[src/cfb_defines.vh]
// Purpose: constants for the code fetch bus and pointer select block
// Assumes: clk is the CPU clock, one bus cycle is six of its periods
// Notes:   included by its bare name
`ifndef CFB_DEFINES_VH
`define CFB_DEFINES_VH

// ************
// Register map
// ************
`define CFB_AUX_ADDR     8'hA2
`define CFB_DPS_BIT      0
`define CFB_ZERO_BIT     2
`define CFB_GF_BIT       3
`define CFB_BOOT_FLASH_MAP_ENABLE_BIT   5
`define CFB_AUX_DPS_RST  1'h0
`define CFB_AUX_GF_RST   1'h0

// ************
// Code space map
// ************
`define CFB_INT_TOP      16'h7FFF
`define CFB_BOOT_BASE    16'hF800

// ************
// Bus cycle phases and strap settle counts
// ************
`define CFB_PH_ALE       3'h0
`define CFB_PH_HOLD      3'h1
`define CFB_PH_STROBE    3'h2
`define CFB_PH_WAIT1     3'h3
`define CFB_PH_WAIT2     3'h4
`define CFB_PH_LAST      3'h5
`define CFB_STRAP_WAIT   2'h3
`define CFB_STRAP_TAKE   2'h2

`endif

[src/cfb_code_fetch_bus.v]
// Purpose: code fetch bus, dual data pointers and aux control register
// Assumes: bus pins and strap come from outside and are synchronised
// Notes:   one external bus cycle is six clk periods
//
// Local design decision: the strobed register port.
`timescale 1ns/1ps
`include "cfb_defines.vh"

module cfb_code_fetch_bus (
  input  wire        clk,
  input  wire        rst_n,
  input  wire [7:0]  reg_addr,
  input  wire [7:0]  reg_wdata,
  input  wire        reg_wr,
  input  wire        reg_rd,
  input  wire        reg_inc,
  output reg  [7:0]  reg_rdata,
  input  wire        bootloader_jump_setting,
  input  wire        dp_wr,
  input  wire        dp_inc,
  input  wire [15:0] dp_wdata,
  output reg  [15:0] data_pointer,
  input  wire        fetch_req,
  input  wire [15:0] fetch_addr,
  input  wire        code_constant_read,
  output reg         fetch_busy,
  output reg         fetch_done,
  output reg         fetch_internal,
  output reg         fetch_boot,
  output reg  [7:0]  fetch_data,
  input  wire [7:0]  muxed_low_addr_data_in,
  output reg  [7:0]  muxed_low_addr_data_out,
  output reg         muxed_low_addr_data_oe,
  output reg  [7:0]  high_address_lines,
  output reg         addr_latch_strobe,
  output reg         program_store_strobe_n
);

  // ************
  // Helpers
  // ************

  // Byte view of the aux register, reserved bits as zero
  function [7:0] cfb_aux_byte;
    input pointer_select_bit;
    input gf;
    input enb;
    begin
      cfb_aux_byte = 8'h00;
      cfb_aux_byte[`CFB_DPS_BIT]    = pointer_select_bit;
      cfb_aux_byte[`CFB_GF_BIT]     = gf;
      cfb_aux_byte[`CFB_BOOT_FLASH_MAP_ENABLE_BIT] = enb;
      cfb_aux_byte[`CFB_ZERO_BIT]   = 1'b0;
    end
  endfunction

  // ************
  // State
  // ************

  // Aux register fields
  reg        pointer_select_bit_reg;
  reg        user_general_flag_reg;
  reg        boot_flash_map_enable_reg;

  // Strap synchroniser and settle count
  reg [1:0]  strap_cnt_reg;
  reg        strap_s1_reg;
  reg        strap_s2_reg;

  // Pointer pair
  reg [15:0] first_data_pointer_reg;
  reg [15:0] second_data_pointer_reg;

  // Returning byte synchroniser
  reg [7:0]  pin_s1_reg;
  reg [7:0]  pin_s2_reg;

  // Bus cycle sequencer
  reg        bus_active_reg;
  reg [2:0]  phase_reg;
  reg        prefetch_only_reg;

  // Decode and handshake terms
  wire [7:0] aux_byte;
  wire [7:0] aux_inc;
  wire       aux_hit;
  wire       in_boot;
  wire       in_int;
  wire       need_bus;
  wire       start;

  // Register byte as software reads it
  assign aux_byte = cfb_aux_byte(pointer_select_bit_reg, user_general_flag_reg,
                                 boot_flash_map_enable_reg);
  // Bit 1 held at zero stops the carry reaching the flag
  assign aux_inc  = aux_byte + 8'h01;
  // Only one register answers on the bus
  assign aux_hit  = (reg_addr == `CFB_AUX_ADDR);

  // Code space regions, boot flash only while mapped
  assign in_boot  = boot_flash_map_enable_reg &&
                    (fetch_addr >= `CFB_BOOT_BASE);
  assign in_int   = (fetch_addr <= `CFB_INT_TOP);
  // Top on-chip address prefetches externally unless constant read
  assign need_bus = (!in_int && !in_boot) ||
                    (fetch_addr == `CFB_INT_TOP && !code_constant_read);

  // New request taken only while no bus cycle runs
  assign start    = fetch_req && !fetch_busy;

  // ************
  // Aux control register
  // ************

  // Strap synchroniser and settle count
  always @(posedge clk or negedge rst_n) begin
    if (!rst_n) begin
      strap_cnt_reg <= 2'h0;
      strap_s1_reg  <= 1'b0;
      strap_s2_reg  <= 1'b0;
    end else begin
      strap_s1_reg <= bootloader_jump_setting;
      strap_s2_reg <= strap_s1_reg;
      if (strap_cnt_reg != `CFB_STRAP_WAIT) begin
        // Count saturates so the strap loads once
        strap_cnt_reg <= strap_cnt_reg + 2'h1;
      end
    end
  end

  // Write, increment and strap capture
  always @(posedge clk or negedge rst_n) begin
    if (!rst_n) begin
      pointer_select_bit_reg    <= `CFB_AUX_DPS_RST;
      user_general_flag_reg     <= `CFB_AUX_GF_RST;
      boot_flash_map_enable_reg <= 1'b0;
    end else begin
      if (reg_wr && aux_hit) begin
        pointer_select_bit_reg    <= reg_wdata[`CFB_DPS_BIT];
        user_general_flag_reg     <= reg_wdata[`CFB_GF_BIT];
        boot_flash_map_enable_reg <= reg_wdata[`CFB_BOOT_FLASH_MAP_ENABLE_BIT];
      end else if (reg_inc) begin
        // Toggle relative to old value, flag kept
        pointer_select_bit_reg    <= aux_inc[`CFB_DPS_BIT];
        user_general_flag_reg     <= aux_inc[`CFB_GF_BIT];
        boot_flash_map_enable_reg <= aux_inc[`CFB_BOOT_FLASH_MAP_ENABLE_BIT];
      end else if (strap_cnt_reg == `CFB_STRAP_TAKE) begin
        // Boot enable loads from the synchronised strap
        boot_flash_map_enable_reg <= strap_s2_reg;
      end
    end
  end

  // Read data one cycle after the strobe
  always @(posedge clk or negedge rst_n) begin
    if (!rst_n) begin
      reg_rdata <= 8'h00;
    end else if (reg_rd && aux_hit) begin
      reg_rdata <= aux_byte;
    end else begin
      reg_rdata <= 8'h00;
    end
  end

  // ************
  // Data pointers
  // ************

  // Load or step the selected pointer, present it
  always @(posedge clk or negedge rst_n) begin
    if (!rst_n) begin
      first_data_pointer_reg  <= 16'h0000;
      second_data_pointer_reg <= 16'h0000;
      data_pointer            <= 16'h0000;
    end else begin
      if (!pointer_select_bit_reg) begin
        if (dp_wr) begin
          first_data_pointer_reg <= dp_wdata;
        end else if (dp_inc) begin
          first_data_pointer_reg <= first_data_pointer_reg + 16'h0001;
        end
      end else begin
        if (dp_wr) begin
          second_data_pointer_reg <= dp_wdata;
        end else if (dp_inc) begin
          second_data_pointer_reg <= second_data_pointer_reg + 16'h0001;
        end
      end
      // Output follows the select bit a cycle late
      data_pointer <= pointer_select_bit_reg ? second_data_pointer_reg
                                             : first_data_pointer_reg;
    end
  end

  // ************
  // Pin synchroniser
  // ************

  // Two stages on the returning data byte
  always @(posedge clk or negedge rst_n) begin
    if (!rst_n) begin
      pin_s1_reg <= 8'h00;
      pin_s2_reg <= 8'h00;
    end else begin
      pin_s1_reg <= muxed_low_addr_data_in;
      pin_s2_reg <= pin_s1_reg;
    end
  end

  // ************
  // Fetch sequencer
  // ************

  // Internal fetch in one cycle, external in six phases
  always @(posedge clk or negedge rst_n) begin
    if (!rst_n) begin
      bus_active_reg          <= 1'b0;
      phase_reg               <= `CFB_PH_ALE;
      prefetch_only_reg       <= 1'b0;
      fetch_busy              <= 1'b0;
      fetch_done              <= 1'b0;
      fetch_internal          <= 1'b0;
      fetch_boot              <= 1'b0;
      fetch_data              <= 8'h00;
      // Port released, latch low, strobe high
      muxed_low_addr_data_out <= 8'h00;
      muxed_low_addr_data_oe  <= 1'b0;
      high_address_lines      <= 8'h00;
      addr_latch_strobe       <= 1'b0;
      program_store_strobe_n  <= 1'b1;
    end else begin
      fetch_done <= 1'b0;
      if (start && !need_bus) begin
        // On-chip or boot space, ports left alone
        fetch_done     <= 1'b1;
        fetch_internal <= 1'b1;
        fetch_boot     <= in_boot;
      end else if (start) begin
        // Address out with latch pulse
        bus_active_reg          <= 1'b1;
        fetch_busy              <= 1'b1;
        phase_reg               <= `CFB_PH_HOLD;
        prefetch_only_reg       <= in_int;
        muxed_low_addr_data_out <= fetch_addr[7:0];
        muxed_low_addr_data_oe  <= 1'b1;
        high_address_lines      <= fetch_addr[15:8];
        addr_latch_strobe       <= 1'b1;
      end else if (bus_active_reg) begin
        case (phase_reg)
          `CFB_PH_HOLD: begin
            // Address held while the latch closes
            addr_latch_strobe <= 1'b0;
            phase_reg         <= `CFB_PH_STROBE;
          end
          `CFB_PH_STROBE: begin
            // Release low port, memory drives data
            muxed_low_addr_data_oe <= 1'b0;
            program_store_strobe_n <= 1'b0;
            phase_reg              <= phase_reg + 3'h1;
          end
          `CFB_PH_LAST: begin
            // Sample data, strobe rises, cycle ends
            program_store_strobe_n <= 1'b1;
            bus_active_reg         <= 1'b0;
            fetch_busy             <= 1'b0;
            fetch_done             <= 1'b1;
            fetch_internal         <= prefetch_only_reg;
            fetch_boot             <= 1'b0;
            fetch_data             <= pin_s2_reg;
            phase_reg              <= `CFB_PH_ALE;
          end
          `CFB_PH_WAIT1, `CFB_PH_WAIT2: begin
            // Strobe held low while the byte settles
            phase_reg <= phase_reg + 3'h1;
          end
          default: begin
            // Stray code, drop the cycle and free the port
            bus_active_reg         <= 1'b0;
            fetch_busy             <= 1'b0;
            addr_latch_strobe      <= 1'b0;
            muxed_low_addr_data_oe <= 1'b0;
            program_store_strobe_n <= 1'b1;
            phase_reg              <= `CFB_PH_ALE;
          end
        endcase
      end
    end
  end

endmodule

[config.mk]
export PLATFORM = sky130hd
export DESIGN_NAME = cfb_code_fetch_bus
export DESIGN_NICKNAME = d
export VERILOG_FILES = /design/src/cfb_code_fetch_bus.v
export VERILOG_INCLUDE_DIRS = /design/src /design/src/src
export SDC_FILE = /design/constraint.sdc
export NUM_CORES = 1
export LEC_CHECK = 0
export BUFFER_PORTS_ARGS = -buffer_cell sky130_fd_sc_hd__buf_2
export CORE_UTILIZATION = 45
export CTS_BUF_LIST = sky130_fd_sc_hd__clkbuf_4 sky130_fd_sc_hd__clkbuf_8
export DETAILED_ROUTE_END_ITERATION = 8
export PLACE_DENSITY = 0.73
export SLEW_MARGIN = 20
export SYNTH_ARGS = -nofsm -noshare
export SYNTH_HDL_FRONTEND = slang
export SYNTH_SLANG_ARGS = --single-unit
[constraint.sdc]
create_clock -name clk -period 4.5 [get_ports clk]
set_input_delay 0.675 -clock clk [delete_from_list [all_inputs] [get_ports clk]]
set_output_delay 0.675 -clock clk [all_outputs]
set_load 0.01 [all_outputs]
==> reports/metrics.csv <==
stage,metric,value,unit
run_status,outcome,finished clean,
layout,multi_input_area,2220,sq um
worst_setup_path,crit_slowest_cell,o31a_2,
sta,skew,0.0126,ns
worst_setup_path,critPathMaxStageDelay,0.59,ns
synthesis,ys_ff_latch,110,
worst_setup_path,worstSetupPathType,input pin to flip-flop,
worst_setup_path,critPathLaunchType,input pin,
power,power_frac_clock,15.8,%
worst_setup_path,reg2reg_to,fetch_data[2],
clock_tree,cts_tree,built,
floorplan,core,11000,sq um
route,vias,4052,
clock_tree,cts_hold_buffers,0,
layout,postLayoutCoreUtil,54.2,%
placed_design,portBuffers,110,
synthesis,ys_seq_area_share,53.3,%
grt,antenna_found_initial,0,
layout,diodes,0,
sta,hold_violations,0,
floorplan,die_y,109,um
synthesis,synth_ff_type,dfrtp_1,
layout,num-fill-cells,970,
sta,fin_ws,2.50,ns
synthesis,synth.avg_cell_area,11.1,sq um
placed_design,globalplace.congestion,0.831,
worst_setup_path,crit_arrival,2.27,ns
sta,timing.hold.ws,0.355,ns
sta,setup_violations,0,
power,p_per_area,604,nW/um^2
grt,grt-ovfl-total,0,
synthesis,async_reset_ff_share,100,%
route,drt_iter0_markers,232,
floorplan,die_x,109,um
route,detail-route-antenna-nets,0,
layout,final_cell_mix,"dfrtp_1 (109), buf_2 (109), o21ai_0 (37), nand2_1 (28), mux2_2 (28)",
route,routed_via_density,5.71,
worst_setup_path,crit_path_end_kind,flip-flop,
floorplan,ios,121,
power,power_frac_comb,36.8,%
power,peakVddDrop,369,uV
layout,syn2layout_area_growth,15.7,%
route,routedWlPerCell,16.1,um
route,drtPass1Iterations,5,
clock_tree,cts_sinks,110,
clock_tree,cts_buffers,9,
job,cap_violations,0,
clock_tree,clockBufferDepth,2,
sta,finalSetupTns,0,ns
sta,tightestPinTransition,0.953,ns
clock_tree,cts_root_buffer,clkbuf_8,
placed_design,pre_cts_slack,2.08,ns
power,pwr-share-seq,47.4,%
synthesis,synth_warnings,0,
power,internal_power,0.00224,W
clock_tree,ctsHtreeMaxLevel,3,
worst_setup_path,regToRegStartpoint,phase_reg[1],
grt,grt_max_degree,79,
grt,grt_use_total,20.3,%
worst_setup_path,worstPathRequired,4.77,ns
floorplan,rows,38,
worst_setup_path,rr_worst_depth,4,
power,switching_share,38.1,%
min_path,min_to,pin_s2_reg[2],
clock_tree,clk_latency,0.38,ns
power,switching_power,0.00138,W
layout,nNetsFinal,639,
placed_design,dpl.hpwl,8110,um
worst_setup_path,rrSetupSlack,2.60,ns
sta,fin_crit,2.00,ns
clock_tree,clkTransAtPathRegs,0.10,ns
route,drt_wl_total,11500,um
min_path,hp-class,flip-flop to flip-flop,
worst_setup_path,path_cells,"buf_2, nand4b_1, or3_1, o31a_2, mux2_4",
min_path,min_path_cells,0,
layout,seqCellArea,2750,sq um
synthesis,synth_area,5170,sq um
power,cellLeakagePower,2.81,nW
route,drc,0,
clock_tree,cts_resized,0,
grt,grt_pass1_wl,18600,um
min_path,min_from,pin_s1_reg[2],
clock_tree,postCtsSetupRepairBufs,0,
sta,drv_slew,0,
sta,rsz0062_at_grt,no,
worst_setup_path,worstPathMaxFanout,20,
synthesis,synth_cell_types,63,
grt,grt_pass1_vias,3958,
sta,max_slew_margin,36.5,%
sta,max_freq,0.500,GHz
floorplan,start_util,46.9,%
sta,period_share,44.5,%
placed_design,place_area,5790,sq um
floorplan,die-area,11900,sq um
synthesis,syn-instance-count,467,
layout,stdcell_area,5980,sq um
synthesis,synth-edff-count,0,
layout,drive_gt1_share,32.3,%
-- through the flow --
step	total power, W	std cells
floorplan	0.00257	471
global placement	0.00300	694
detailed placement	0.00307	694
CTS	0.00364	710
global route	0.00388	710
finish	0.00361	710
-- critical path: cells and delay by family --
kind	cells	cell delay, ns
multiplexers	1	0.37
buffers and inverters	1	0.12
AO/OA/AOI/OAI	1	0.59
AND/OR/NAND/NOR	2	0.51
-- cell families after synthesis --
family	Yosys count	synth area share [%]
AO/OA/AOI/OAI	115	14.5
XOR/XNOR	3	0.508
adder cells (fa/ha/maj)	8	1.94
buffers and inverters	47	4.07
flip-flops	110	53.3
multiplexers	48	11.4
other	1	0.0726
AND/OR/NAND/NOR	135	14.2
-- cell usage after synthesis, drive strengths merged (8+ instances only) --
cell type | instances | area (sq um)
inv | 16 | 60.1
nor3 | 9 | 45.0
a21oi | 24 | 120
or3 | 8 | 51.3
o21ai | 37 | 185
clkbuf | 21 | 78.8
ha | 8 | 100
nor2 | 22 | 82.6
buf | 10 | 71.3
and4 | 8 | 71.3
nand2 | 28 | 105
and3 | 12 | 75.1
mux2 | 43 | 541
nand4 | 12 | 75.1
nand3 | 17 | 85.1
dfrtp | 109 | 2730
-- final cells by class --
| class | count | share of cell area [%] |
|---|---|---|
| Clock buffer | 10 | 2.20 |
| Clock inverter | 6 | 0.921 |
| Inverter | 16 | 1.00 |
| Multi-Input combinational cell | 314 | 37.1 |
| Sequential cell | 110 | 46.1 |
| Tap cell | 140 | 2.93 |
| Timing Repair Buffer | 114 | 9.75 |
-- power groups by stage --
stage                     combinational [W]  clock, W  sequential [W]
after floorplan                    0.000859         0         0.00171
after global placement              0.00130         0         0.00170
after detailed placement            0.00134         0         0.00172
after CTS                           0.00134  0.000593         0.00171
after global routing                0.00148  0.000631         0.00177
final                               0.00133  0.000569         0.00171
-- per-layer routing --
metal / share of wire [%] / wire length [um] / vias up / global-route usage, %
met5: 0 / 0 / - / 0
met4: 2.0 / 225 / 0 / 8.29
met3: 6.1 / 700 / 18 / 4.48
met2: 49 / 5650 / 133 / 35.0
met1: 43 / 4880 / 2006 / 24.5
li1: - / - / 1895 / -
-- worst max-delay path by stage --
| stage | startpoint | slack (ns) | endpoint |
|---|---|---|---|
| 4_1_cts | fetch_addr[15] | 2.51 | high_address_lines[6] |
| 2_1_floorplan | fetch_addr[15] | 2.42 | high_address_lines[0] |
| 5_1_grt | fetch_addr[15] | 2.46 | muxed_low_addr_data_out[5] |
| 3_5_place_dp | fetch_addr[15] | 2.08 | muxed_low_addr_data_out[4] |
| 6_report | fetch_addr[15] | 2.50 | high_address_lines[3] |
| 3_3_place_gp | fetch_addr[15] | 2.10 | high_address_lines[3] |
No activity file was read; power rests on OpenSTA's default activity.
